**src/include/opet_map.vh**
```
// Purpose: register offsets, field positions, reset values and codes for the pulse/encoder timer
// Assumes: AXI4-Lite, 32-bit data, one aligned word per register
// Notes:   offsets and field layout are local choices
`ifndef OPET_MAP_VH
`define OPET_MAP_VH

`define OPET_OFF_CTRL      5'h00
`define OPET_OFF_SLAVE     5'h04
`define OPET_OFF_CHAN      5'h08
`define OPET_OFF_STATUS    5'h0C
`define OPET_OFF_EVENT     5'h10
`define OPET_OFF_COUNT     5'h14
`define OPET_OFF_RELOAD    5'h18
`define OPET_OFF_COMPARE   5'h1C

// control register bits
`define OPET_CTRL_CEN      0
`define OPET_CTRL_DIR      4
`define OPET_CTRL_SSHOT    3
`define OPET_CTRL_CMS_LO   5
`define OPET_CTRL_CMS_HI   6
`define OPET_CTRL_RELOAD_PRELOAD_ENABLE     7
`define OPET_CTRL_REMAP    11
// slave register bits
`define OPET_SLV_SMS_LO    0
`define OPET_SLV_SMS_HI    2
`define OPET_SLV_TS_LO     4
`define OPET_SLV_TS_HI     6
`define OPET_SLV_SMS3      16
`define OPET_SLV_TS43_LO   20
`define OPET_SLV_TS43_HI   21
// channel register bits
`define OPET_CH_C2S_LO     8
`define OPET_CH_C2S_HI     9
`define OPET_CH_FE         2
`define OPET_CH_PE         3
`define OPET_CH_OCM_LO     4
`define OPET_CH_OCM_HI     6
`define OPET_CH_OCM3       16
`define OPET_CH_C1P        20
`define OPET_CH_C1NP       21
`define OPET_CH_C2P        22
`define OPET_CH_C2NP       23
// event register bits
`define OPET_EV_UG         0

`define OPET_SMS_ENC2      4'h1
`define OPET_SMS_ENC1      4'h2
`define OPET_SMS_ENC12     4'h3
`define OPET_SMS_TRIG      4'h6
`define OPET_SMS_RSTTRIG   4'h8
`define OPET_TS_IN2        5'h06
`define OPET_C2S_DIRECT    2'h1
`define OPET_OCM_PWM1      4'h6
`define OPET_OCM_PWM2      4'h7
`define OPET_OCM_RTOPM1    4'h8
`define OPET_OCM_RTOPM2    4'h9

`define OPET_RST_RELOAD    32'hFFFFFFFF
`define OPET_SYNC_STAGES   3

`endif

```
**src/opet_timer.v**
```verilog
// Purpose: timer channel with single-shot, retriggerable single-shot and quadrature encoder counting
// Assumes: inputs are raw pins; one kernel clock aclk; prescaler fixed at zero
// Notes:   register access over AXI4-Lite; reference output of channel 1 on a pin
`default_nettype none
`include "opet_map.vh"

// Contract
// - single-shot set halts counter at next update; clear runs repetitively; the halt comes only at a wrap, and never in encoder modes.
// - trigger mode with source code 00110 starts counter on input-two edge.
// - channel-2 select 01 routes filtered input two; zero polarities mean rising edge.
// - single-shot delay equals compare; pulse length equals reload minus compare.
// - PWM mode 2 reference rises on compare match, falls at reload value.
// - trigger edge sets count enable in hardware, starting the count.
// - fast enable forces reference to match level on trigger, PWM modes only.
// - retriggerable mode needs slave code 1000 and output code 1000 or 1001.
// - retriggerable pulse starts at trigger, extended by a new trigger.
// - four-bit output and slave mode fields are split and reassembled.
// - encoder slave codes 001, 010, 011 select edges counted.
// - input-one edge direction set by input-two level; ignored in two-only mode.
// - input-two edge direction set by input-one level; ignored in one-only mode.
// - direction bit updates on every input transition while counting enabled.
// - encoder counter wraps between 0 and reload value in either direction.
// - remap makes counter read bit 31 mirror update flag with no latency.
// - with remap, reads show flag in bit 31; counter top bit stays writable.
module opet_timer (
  input  wire        aclk,
  input  wire        aresetn,
  input  wire [4:0]  s_axi_awaddr,
  input  wire        s_axi_awvalid,
  output wire        s_axi_awready,
  input  wire [31:0] s_axi_wdata,
  input  wire [3:0]  s_axi_wstrb,
  input  wire        s_axi_wvalid,
  output wire        s_axi_wready,
  output wire [1:0]  s_axi_bresp,
  output wire        s_axi_bvalid,
  input  wire        s_axi_bready,
  input  wire [4:0]  s_axi_araddr,
  input  wire        s_axi_arvalid,
  output wire        s_axi_arready,
  output wire [31:0] s_axi_rdata,
  output wire [1:0]  s_axi_rresp,
  output wire        s_axi_rvalid,
  input  wire        s_axi_rready,
  input  wire        input_one_pin,
  input  wire        input_two_pin,
  output reg         channel_reference_output
);
  reg  [31:0] ctrl_r;
  reg  [31:0] slave_r;
  reg  [31:0] chan_r;
  reg  [31:0] counter_value_r;
  reg  [31:0] auto_reload_value_r;
  reg  [31:0] reload_pre_r;
  reg  [31:0] channel_compare_value_r;
  reg  [31:0] compare_pre_r;
  reg         update_interrupt_flag_r;
  reg         trig_flag_r;
  reg         in1_prev_r;
  reg         in2_prev_r;
  reg  [31:0] rd_data;
  reg         rd_ok;
  reg         wr_ok;
  reg         fast_hold_r;

  wire        in1_sync;
  wire        in2_sync;
  wire        wr_stb;
  wire [4:0]  wr_addr;
  wire [31:0] wr_data;
  wire [3:0]  wr_strb;
  wire [4:0]  rd_addr;

  opet_sync u_sync1 (
    .aclk    (aclk),
    .aresetn (aresetn),
    .pin_in  (input_one_pin),
    .level_r (in1_sync)
  );

  opet_sync u_sync2 (
    .aclk    (aclk),
    .aresetn (aresetn),
    .pin_in  (input_two_pin),
    .level_r (in2_sync)
  );

  opet_axil u_bus (
    .aclk          (aclk),
    .aresetn       (aresetn),
    .s_axi_awaddr  (s_axi_awaddr),
    .s_axi_awvalid (s_axi_awvalid),
    .s_axi_awready (s_axi_awready),
    .s_axi_wdata   (s_axi_wdata),
    .s_axi_wstrb   (s_axi_wstrb),
    .s_axi_wvalid  (s_axi_wvalid),
    .s_axi_wready  (s_axi_wready),
    .s_axi_bresp   (s_axi_bresp),
    .s_axi_bvalid  (s_axi_bvalid),
    .s_axi_bready  (s_axi_bready),
    .s_axi_araddr  (s_axi_araddr),
    .s_axi_arvalid (s_axi_arvalid),
    .s_axi_arready (s_axi_arready),
    .s_axi_rdata   (s_axi_rdata),
    .s_axi_rresp   (s_axi_rresp),
    .s_axi_rvalid  (s_axi_rvalid),
    .s_axi_rready  (s_axi_rready),
    .wr_stb        (wr_stb),
    .wr_addr       (wr_addr),
    .wr_data       (wr_data),
    .wr_strb       (wr_strb),
    .wr_ok         (wr_ok),
    .rd_addr       (rd_addr),
    .rd_data       (rd_data),
    .rd_ok         (rd_ok)
  );

  // byte-lane merge for register writes
  function [31:0] merge;
    input [31:0] old_v;
    input [31:0] new_v;
    input [3:0]  strb;
    integer i;
    begin
      merge = old_v;
      for (i = 0; i < 4; i = i + 1) begin
        if (strb[i]) begin
          merge[i*8 +: 8] = new_v[i*8 +: 8];
        end
      end
    end
  endfunction

  // decoded fields
  wire [3:0] slave_mode_select = {slave_r[`OPET_SLV_SMS3],
                                  slave_r[`OPET_SLV_SMS_HI:`OPET_SLV_SMS_LO]};
  wire [4:0] trigger_source_select = {slave_r[`OPET_SLV_TS43_HI:`OPET_SLV_TS43_LO],
                                      slave_r[`OPET_SLV_TS_HI:`OPET_SLV_TS_LO]};
  wire [3:0] channel1_output_mode = {chan_r[`OPET_CH_OCM3],
                                     chan_r[`OPET_CH_OCM_HI:`OPET_CH_OCM_LO]};
  wire [1:0] channel2_selection = chan_r[`OPET_CH_C2S_HI:`OPET_CH_C2S_LO];
  wire       count_enable_bit = ctrl_r[`OPET_CTRL_CEN];
  wire       dir_down = ctrl_r[`OPET_CTRL_DIR];
  wire       single_shot_select = ctrl_r[`OPET_CTRL_SSHOT];
  wire       flag_remap_enable = ctrl_r[`OPET_CTRL_REMAP];
  wire       fast_output_enable = chan_r[`OPET_CH_FE];

  // polarity-adjusted filtered inputs
  wire filtered_input_one = in1_sync ^ chan_r[`OPET_CH_C1P];
  wire filtered_input_two = in2_sync ^ chan_r[`OPET_CH_C2P];
  wire in1_rise = filtered_input_one & ~in1_prev_r;
  wire in1_fall = ~filtered_input_one & in1_prev_r;
  wire in2_rise = filtered_input_two & ~in2_prev_r;
  wire in2_fall = ~filtered_input_two & in2_prev_r;

  wire enc_mode = (slave_mode_select == `OPET_SMS_ENC2) || (slave_mode_select == `OPET_SMS_ENC1) ||
                  (slave_mode_select == `OPET_SMS_ENC12);
  wire cnt1 = (slave_mode_select == `OPET_SMS_ENC1) || (slave_mode_select == `OPET_SMS_ENC12);
  wire cnt2 = (slave_mode_select == `OPET_SMS_ENC2) || (slave_mode_select == `OPET_SMS_ENC12);
  // direction for the counted edge: 1 means down
  wire e1_dn = (in1_rise & filtered_input_two) | (in1_fall & ~filtered_input_two);
  wire e2_dn = (in2_rise & ~filtered_input_one) | (in2_fall & filtered_input_one);
  wire e1 = in1_rise | in1_fall;
  wire e2 = in2_rise | in2_fall;
  wire enc_step = enc_mode && count_enable_bit && ((cnt1 && e1) || (cnt2 && e2));

  // trigger from input two through channel-2 mapping
  wire slave_trigger_input = (trigger_source_select == `OPET_TS_IN2) &&
                             (channel2_selection == `OPET_C2S_DIRECT) && in2_rise;
  wire trig_start = slave_trigger_input && (slave_mode_select == `OPET_SMS_TRIG);
  wire trig_retrig = slave_trigger_input && (slave_mode_select == `OPET_SMS_RSTTRIG);
  wire pwm_mode = (channel1_output_mode == `OPET_OCM_PWM1) || (channel1_output_mode == `OPET_OCM_PWM2);
  wire retrig_mode = (channel1_output_mode == `OPET_OCM_RTOPM1) ||
                     (channel1_output_mode == `OPET_OCM_RTOPM2);

  wire ug_wr = wr_stb && (wr_addr == `OPET_OFF_EVENT) && wr_strb[0] && wr_data[`OPET_EV_UG];
  wire at_top = (counter_value_r == auto_reload_value_r);
  wire at_zero = (counter_value_r == 32'h00000000);
  // free-running tick in time-base modes; encoder steps otherwise
  wire tick = enc_mode ? enc_step : count_enable_bit;
  wire step_dn = enc_mode ? ((cnt1 && e1) ? e1_dn : e2_dn) : dir_down;
  wire wrap = tick && (step_dn ? at_zero : at_top);
  wire update_event = wrap || ug_wr || trig_retrig;
  wire pwm_match = fast_hold_r || (counter_value_r >= channel_compare_value_r);

  always @* begin
    wr_ok = 1'b1;
    case (wr_addr)
      `OPET_OFF_CTRL, `OPET_OFF_SLAVE, `OPET_OFF_CHAN, `OPET_OFF_STATUS, `OPET_OFF_EVENT,
      `OPET_OFF_COUNT, `OPET_OFF_RELOAD, `OPET_OFF_COMPARE: wr_ok = 1'b1;
      default: wr_ok = 1'b0;
    endcase
  end

  always @* begin
    rd_ok = 1'b1;
    case (rd_addr)
      `OPET_OFF_CTRL:    rd_data = ctrl_r;
      `OPET_OFF_SLAVE:   rd_data = slave_r;
      `OPET_OFF_CHAN:    rd_data = chan_r;
      `OPET_OFF_STATUS:  rd_data = {30'h00000000, trig_flag_r, update_interrupt_flag_r};
      `OPET_OFF_EVENT:   rd_data = 32'h00000000;
      `OPET_OFF_COUNT:   rd_data = flag_remap_enable ?
                                   {update_interrupt_flag_r, counter_value_r[30:0]} :
                                   counter_value_r;
      `OPET_OFF_RELOAD:  rd_data = reload_pre_r;
      `OPET_OFF_COMPARE: rd_data = compare_pre_r;
      default: begin
        rd_data = 32'h00000000;
        rd_ok   = 1'b0;
      end
    endcase
  end

  always @(posedge aclk) begin
    if (!aresetn) begin
      ctrl_r                  <= 32'h00000000;
      slave_r                 <= 32'h00000000;
      chan_r                  <= 32'h00000000;
      counter_value_r         <= 32'h00000000;
      auto_reload_value_r     <= `OPET_RST_RELOAD;
      reload_pre_r            <= `OPET_RST_RELOAD;
      channel_compare_value_r <= 32'h00000000;
      compare_pre_r           <= 32'h00000000;
      update_interrupt_flag_r <= 1'b0;
      trig_flag_r             <= 1'b0;
      in1_prev_r              <= 1'b0;
      in2_prev_r              <= 1'b0;
    end else begin
      in1_prev_r <= filtered_input_one;
      in2_prev_r <= filtered_input_two;
      if (wr_stb) begin
        case (wr_addr)
          `OPET_OFF_CTRL:    ctrl_r <= merge(ctrl_r, wr_data, wr_strb);
          `OPET_OFF_SLAVE:   slave_r <= merge(slave_r, wr_data, wr_strb);
          `OPET_OFF_CHAN:    chan_r <= merge(chan_r, wr_data, wr_strb);
          `OPET_OFF_STATUS: begin
            // write zero clears
            if (wr_strb[0] && !wr_data[0]) begin
              update_interrupt_flag_r <= 1'b0;
            end
            if (wr_strb[0] && !wr_data[1]) begin
              trig_flag_r <= 1'b0;
            end
          end
          `OPET_OFF_COUNT:   counter_value_r <= merge(counter_value_r, wr_data, wr_strb);
          `OPET_OFF_RELOAD: begin
            reload_pre_r <= merge(reload_pre_r, wr_data, wr_strb);
            if (!ctrl_r[`OPET_CTRL_RELOAD_PRELOAD_ENABLE]) begin
              auto_reload_value_r <= merge(reload_pre_r, wr_data, wr_strb);
            end
          end
          `OPET_OFF_COMPARE: begin
            compare_pre_r <= merge(compare_pre_r, wr_data, wr_strb);
            if (!chan_r[`OPET_CH_PE]) begin
              channel_compare_value_r <= merge(compare_pre_r, wr_data, wr_strb);
            end
          end
          default: ;
        endcase
      end
      if (slave_trigger_input) begin
        trig_flag_r <= 1'b1;
      end
      // hardware start on trigger
      if (trig_start || trig_retrig) begin
        ctrl_r[`OPET_CTRL_CEN] <= 1'b1;
      end
      // encoder direction follows every transition
      if (enc_mode && count_enable_bit && (e1 || e2)) begin
        ctrl_r[`OPET_CTRL_DIR] <= e1 ? e1_dn : e2_dn;
      end
      // counter
      if (ug_wr || trig_retrig) begin
        counter_value_r <= (dir_down && !enc_mode) ? reload_pre_r : 32'h00000000;
      end else if (tick) begin
        if (step_dn) begin
          counter_value_r <= at_zero ? auto_reload_value_r : counter_value_r - 32'h00000001;
        end else begin
          counter_value_r <= at_top ? 32'h00000000 : counter_value_r + 32'h00000001;
        end
      end
      if (update_event) begin
        auto_reload_value_r     <= reload_pre_r;
        channel_compare_value_r <= compare_pre_r;
        if (wrap) begin
          update_interrupt_flag_r <= 1'b1;
        end
      end
      // single-shot stop at wrap, wins over the trigger start and CTRL writes
      if (wrap && single_shot_select && !enc_mode) begin
        ctrl_r[`OPET_CTRL_CEN] <= 1'b0;
      end
    end
  end

  // reference output: PWM and retriggerable single-shot
  always @(posedge aclk) begin
    if (!aresetn) begin
      channel_reference_output <= 1'b0;
      fast_hold_r              <= 1'b0;
    end else begin
      // fast start keeps the match level until the update ends the pulse
      if (pwm_mode && fast_output_enable && trig_start) begin
        fast_hold_r <= 1'b1;
      end else if (wrap || !pwm_mode) begin
        fast_hold_r <= 1'b0;
      end
      if (retrig_mode) begin
        if (trig_retrig) begin
          channel_reference_output <= (channel1_output_mode == `OPET_OCM_RTOPM1);
        end else if (!count_enable_bit || wrap) begin
          channel_reference_output <= (channel1_output_mode == `OPET_OCM_RTOPM2);
        end
      end else if (pwm_mode) begin
        if (fast_output_enable && trig_start) begin
          channel_reference_output <= (channel1_output_mode == `OPET_OCM_PWM2);
        end else if (channel1_output_mode == `OPET_OCM_PWM2) begin
          // mode 2: high from compare, low again once the counter reaches reload
          channel_reference_output <= pwm_match && !at_top;
        end else begin
          channel_reference_output <= !pwm_match;
        end
      end
    end
  end
endmodule // opet_timer
`default_nettype wire

```
**src/opet_sync.v**
```verilog
// Purpose: three-stage synchroniser with agreement filter for one pin
// Assumes: pin is asynchronous to aclk
// Notes:   output changes once stages two and three agree
`default_nettype none
module opet_sync (
  input  wire aclk,
  input  wire aresetn,
  input  wire pin_in,
  output reg  level_r
);
  reg s1_r;
  reg s2_r;
  reg s3_r;

  always @(posedge aclk) begin
    if (!aresetn) begin
      s1_r    <= 1'b0;
      s2_r    <= 1'b0;
      s3_r    <= 1'b0;
      level_r <= 1'b0;
    end else begin
      s1_r <= pin_in;
      s2_r <= s1_r;
      s3_r <= s2_r;
      if (s2_r == s3_r) begin
        level_r <= s3_r;
      end
    end
  end
endmodule // opet_sync
`default_nettype wire

```
**src/opet_axil.v**
```verilog
// Purpose: AXI4-Lite slave front end producing single-cycle register strobes
// Assumes: one write and one read at a time
// Notes:   unmapped addresses are decided by the caller via wr_ok/rd_ok
`default_nettype none
module opet_axil (
  input  wire        aclk,
  input  wire        aresetn,
  input  wire [4:0]  s_axi_awaddr,
  input  wire        s_axi_awvalid,
  output reg         s_axi_awready,
  input  wire [31:0] s_axi_wdata,
  input  wire [3:0]  s_axi_wstrb,
  input  wire        s_axi_wvalid,
  output reg         s_axi_wready,
  output reg  [1:0]  s_axi_bresp,
  output reg         s_axi_bvalid,
  input  wire        s_axi_bready,
  input  wire [4:0]  s_axi_araddr,
  input  wire        s_axi_arvalid,
  output reg         s_axi_arready,
  output reg  [31:0] s_axi_rdata,
  output reg  [1:0]  s_axi_rresp,
  output reg         s_axi_rvalid,
  input  wire        s_axi_rready,
  output reg         wr_stb,
  output reg  [4:0]  wr_addr,
  output reg  [31:0] wr_data,
  output reg  [3:0]  wr_strb,
  input  wire        wr_ok,
  output wire [4:0]  rd_addr,
  input  wire [31:0] rd_data,
  input  wire        rd_ok
);
  reg aw_have_r;
  reg w_have_r;
  reg [4:0] ar_addr_r;
  reg ar_have_r;

  assign rd_addr = ar_addr_r;

  always @(posedge aclk) begin
    if (!aresetn) begin
      s_axi_awready <= 1'b1;
      s_axi_wready  <= 1'b1;
      s_axi_bvalid  <= 1'b0;
      s_axi_bresp   <= 2'h0;
      aw_have_r     <= 1'b0;
      w_have_r      <= 1'b0;
      wr_stb        <= 1'b0;
      wr_addr       <= 5'h00;
      wr_data       <= 32'h00000000;
      wr_strb       <= 4'h0;
    end else begin
      wr_stb <= 1'b0;
      if (s_axi_awvalid && s_axi_awready) begin
        wr_addr       <= s_axi_awaddr;
        aw_have_r     <= 1'b1;
        s_axi_awready <= 1'b0;
      end
      if (s_axi_wvalid && s_axi_wready) begin
        wr_data      <= s_axi_wdata;
        wr_strb      <= s_axi_wstrb;
        w_have_r     <= 1'b1;
        s_axi_wready <= 1'b0;
      end
      if (aw_have_r && w_have_r && !s_axi_bvalid && !wr_stb) begin
        wr_stb <= 1'b1;
      end
      if (wr_stb) begin
        s_axi_bvalid <= 1'b1;
        s_axi_bresp  <= wr_ok ? 2'h0 : 2'h2;
        aw_have_r    <= 1'b0;
        w_have_r     <= 1'b0;
      end
      if (s_axi_bvalid && s_axi_bready) begin
        s_axi_bvalid  <= 1'b0;
        s_axi_awready <= 1'b1;
        s_axi_wready  <= 1'b1;
      end
    end
  end

  always @(posedge aclk) begin
    if (!aresetn) begin
      s_axi_arready <= 1'b1;
      s_axi_rvalid  <= 1'b0;
      s_axi_rdata   <= 32'h00000000;
      s_axi_rresp   <= 2'h0;
      ar_addr_r     <= 5'h00;
      ar_have_r     <= 1'b0;
    end else begin
      if (s_axi_arvalid && s_axi_arready) begin
        ar_addr_r     <= s_axi_araddr;
        ar_have_r     <= 1'b1;
        s_axi_arready <= 1'b0;
      end
      if (ar_have_r) begin
        ar_have_r    <= 1'b0;
        s_axi_rvalid <= 1'b1;
        s_axi_rdata  <= rd_ok ? rd_data : 32'h00000000;
        s_axi_rresp  <= rd_ok ? 2'h0 : 2'h2;
      end
      if (s_axi_rvalid && s_axi_rready) begin
        s_axi_rvalid  <= 1'b0;
        s_axi_arready <= 1'b1;
      end
    end
  end
endmodule // opet_axil
`default_nettype wire

```
**config.mk**
```make
export PLATFORM = sky130hd
export DESIGN_NAME = opet_timer
export DESIGN_NICKNAME = d
export VERILOG_FILES = /design/src/opet_timer.v /design/src/opet_sync.v /design/src/opet_axil.v
export VERILOG_INCLUDE_DIRS = /design/src /design/src/include
export SDC_FILE = /design/constraint.sdc
export NUM_CORES = 1
export LEC_CHECK = 0
export BUFFER_PORTS_ARGS = -buffer_cell sky130_fd_sc_hd__buf_2
export CAP_MARGIN = 20
export CORE_ASPECT_RATIO = 2
export CORE_MARGIN = 5
export CORE_UTILIZATION = 59
export CTS_CLUSTER_DIAMETER = 100
export DETAILED_ROUTE_END_ITERATION = 8
export GPL_TIMING_DRIVEN = 0
export MAX_ROUTING_LAYER = met4
export PLACE_DENSITY_LB_ADDON = 0.3
export SLEW_MARGIN = 5
export SYNTH_ARGS = -nofsm -noshare
export SYNTH_HDL_FRONTEND = slang
export SYNTH_SLANG_ARGS = --single-unit
```
**constraint.sdc**
```tcl
create_clock -name aclk -period 3.7 [get_ports aclk]
set_input_delay 0.185 -clock aclk [delete_from_list [all_inputs] [get_ports aclk]]
set_output_delay 0.185 -clock aclk [all_outputs]
set_load 0.05 [all_outputs]
```
==> reports/qor.yml <==
dp_cells: 2729
ant_nets: 0
worst_slack_ps: -18.36
total_power_mw: 8.188
mostFrequentLayoutCells: "359 x dfxtp_1, 270 x nand2_1, 212 x nor2_1"
nFillCells: 2558
rows: 91
synth.area.mux_share_pct: 8.418
violations: "setup timing"
clk_pin_slew_worst_paths_ps: 70
fin_nets: 2507
dr.max_layer_used: "met4"
dp_hpwl_mm: 62.49
fmax_mhz: 268.9
netlist_area_sq_um: 18450
max-cap-violations: 0
ir_drop_mv: 0.4829
clock-root-buffer: "clkbuf_16"
vias: 19455
slew_viol_final: 0
powerDensity_nw_per_um2: 382.9
critPathMaxFanout: 9
slew_headroom_pct: 22.46
clk_latency_ps: 570
ys_warn_count: 0
drive_above_1_share_pct: 9.524
ff_latch_area_sq_um: 7208
wl_per_cell_microns: 29.08
crit_path_end_kind: "flop"
synthAdderAreaFrac_pct: 2.646
drtPass1Iterations: 8
numPortBuffers: 93
synth_cells: 2217
stdcell_count: 2862
finalCriticalPeriod_ps: 3718
synth_top_family_by_area: "compound AO/OA/AOI/OAI gates"
dpl_worst_slack_ps: -513.4
multi_input_area_sq_um: 10340
hold_viol_final: 0
p_leak_nw: 7.676
drt_wl_total_mm: 83.24
r2r_slack_ps: -20
yosys_register_bits: 360
required_ps: 4140
yosysSeqAreaShare_pct: 39.07
tightest_slew_ps: 1159
die_y_microns: 260.1
dieArea_sq_um: 35110
critical_path_class: "reg -> reg"
cts.htree.levels: 2
place_congestion: 1.123
grt_pass1_vias: 19207
met1_length_mm: 25.32
grt_start_max_net_pins: 17
ioPinCount: 97
area_growth_pct: 15.95
cts_max_path_buffers: 3
vias_per_cell: 6.798
setup_viol: 1
cp-start-kind: "flop"
met3WireLength_mm: 7.094
cts_made_buffers: 34
grt_overflow: 0
die_x_microns: 135.0
synthDistinctLibCells: 72
outcome: "complete, but fails checks"
async_reset_ff_share_pct: 0
grt_first_pass_wirelength_mm: 120.8
min_path_type: "in -> reg"
cts_tree: "built"
synth_compound_area_share_pct: 22.25
coreArea_sq_um: 30860
start_util_pct: 59.78
hold_ws_ps: 8.711
synth-simple-area-share_pct: 18.03
wl_met2_mm: 39.02
synth_ff_type: "dfxtp_1"
synth_edf_count: 0
antenna_found_initial: 6
cts.sinks: 360
period_share_pct: 100.5
drtIter0Drc: 2233
drc: 0
synth_xor_area_share_pct: 3.941
finClkSkew_ps: 26.69
postSynthAreaPerCell_sq_um: 8.320
layout_commonest_cell: "dfxtp_1"
arrival_ps: 4160
grt_usage_pct: 47.94
## repair_timing
action,CTS,global route
pin swaps,1,4
resized for setup,15,49
setup endpoints to repair,95,92
endpoints found under the hold margin,53,0
hold buffers,60,0
buffers inserted,1,7
## power breakdown
part           switching (mW)  total [mW]  leakage (nW)  internal, mW
Clock                    1.65        3.59         0.549          1.94
Combinational           0.390       0.586          4.22         0.196
Sequential             0.0956        4.01          2.91          3.91
Total                    2.14        8.19          7.68          6.05
## registers in the layout, summed over array words and instances, names as in the netlist, 4 cells and up
register / count
compare_pre_r: 32
u_bus.rd_addr: 5
u_bus.s_axi_rdata: 32
ctrl_r: 32
reload_pre_r: 32
counter_value_r: 32
chan_r: 32
auto_reload_value_r: 32
slave_r: 32
u_bus.wr_data: 32
channel_compare_value_r: 32
u_bus.wr_strb: 4
u_bus.wr_addr: 5
## logic make-up (layout without fill, tap and decap cells)
kind of cell	count (synthesis)	in the layout
flops	360	360
fa+ha+maj	39	39
other cells	1	10
simple gates	730	730
xor+xnor	83	83
mux	155	155
buf+inv	261	479
compound gates	588	588
## worst paths after layout
path / startpoint / end / cells past startpoint
hold / removal: s_axi_awvalid / u_bus.wr_addr[3]$_SDFFE_PN0P_ / 3
setup / recovery: counter_value_r[0]$_SDFFE_PN0P_ / auto_reload_value_r[19]$_SDFFE_PN1P_ / 11
setup reg to reg: counter_value_r[0]$_SDFFE_PN0P_ / auto_reload_value_r[19]$_SDFFE_PN1P_ / 11
hold reg to reg: u_bus.s_axi_rdata[27]$_SDFFE_PN0P_ / u_bus.s_axi_rdata[27]$_SDFFE_PN0P_ / 2
## stage by stage
| stage | cell area [sq um] | util [%] | setup TNS (ps) |
|---|---|---|---|
| 6_report | 21390 | 69.31 | -18.36 |
| 5_1_grt | 21380 | 69.30 | -10.83 |
| 4_1_cts | 21190 | 68.69 | 0 |
| 3_5_place_dp | 19440 | 62.99 | -22820 |
| 3_3_place_gp | 19440 | 62.99 | -23730 |
| 2_1_floorplan | 18450 | - | 0 |
## per-layer routing
layer / global-route usage, % / vias up
met2: 76.69 / 1420
met4: 50.78 / 0
met5: - / -
li1: - / 8316
met3: 12.64 / 751
met1: 43.76 / 8968
## worst max-delay path: stages, from the launching register on
cell	delay (ps)
dfxtp_1	730
inv_1	210
ha_1	260
nor4b_1	140
nand4_1	240
nor3_4	90
a21oi_2	420
a211oi_4	140
buf_4	210
nor3_2	690
mux2i_1	350
a2bb2oi_1	100
## cells in the mapped netlist (all sizes together) (3+ instances only)
master / instances / area, sq um
and3: 10 / 62.56
nand3b: 6 / 45.04
nor3: 32 / 191.4
a211oi: 12 / 102.6
ha: 39 / 488.0
xor2: 26 / 227.7
nand4b: 3 / 26.28
o221ai: 13 / 113.9
nor4: 9 / 62.56
a221o: 8 / 80.08
a22oi: 3 / 22.52
or3: 4 / 25.02
nand3: 71 / 355.3
o21a: 5 / 37.54
a21oi: 107 / 573.1
or4: 6 / 48.80
nor2: 212 / 795.8
buf: 35 / 188.9
nand2: 271 / 1017
nand2b: 7 / 43.79
o21ai: 105 / 525.5
o211a: 3 / 30.03
a31oi: 50 / 319.1
a21boi: 66 / 495.5
xnor2: 57 / 499.2
nor2b: 38 / 237.7
clkbuf: 140 / 525.5
dfxtp: 360 / 7207
o22ai: 43 / 269.0
o221a: 33 / 371.6
nand4: 27 / 168.9
nor3b: 3 / 22.52
a311oi: 3 / 26.28
o211ai: 52 / 390.4
inv: 86 / 322.8
a221oi: 39 / 341.6
and2: 18 / 112.6
mux2i: 154 / 1541
a2bb2oi: 32 / 280.3
and4: 5 / 43.79
or2: 3 / 18.77
## layout make-up
cell class,count,share of cell area [%]
buffer,173,3.452
multi-input combinational,1597,48.37
clock inverter,12,0.6260
antenna,8,0.09361
tap,418,2.445
inverter,86,1.509
sequential,360,33.70
timing repair buffer,161,5.265
clock buffer,47,4.534
(Power assumes the default switching activity.)
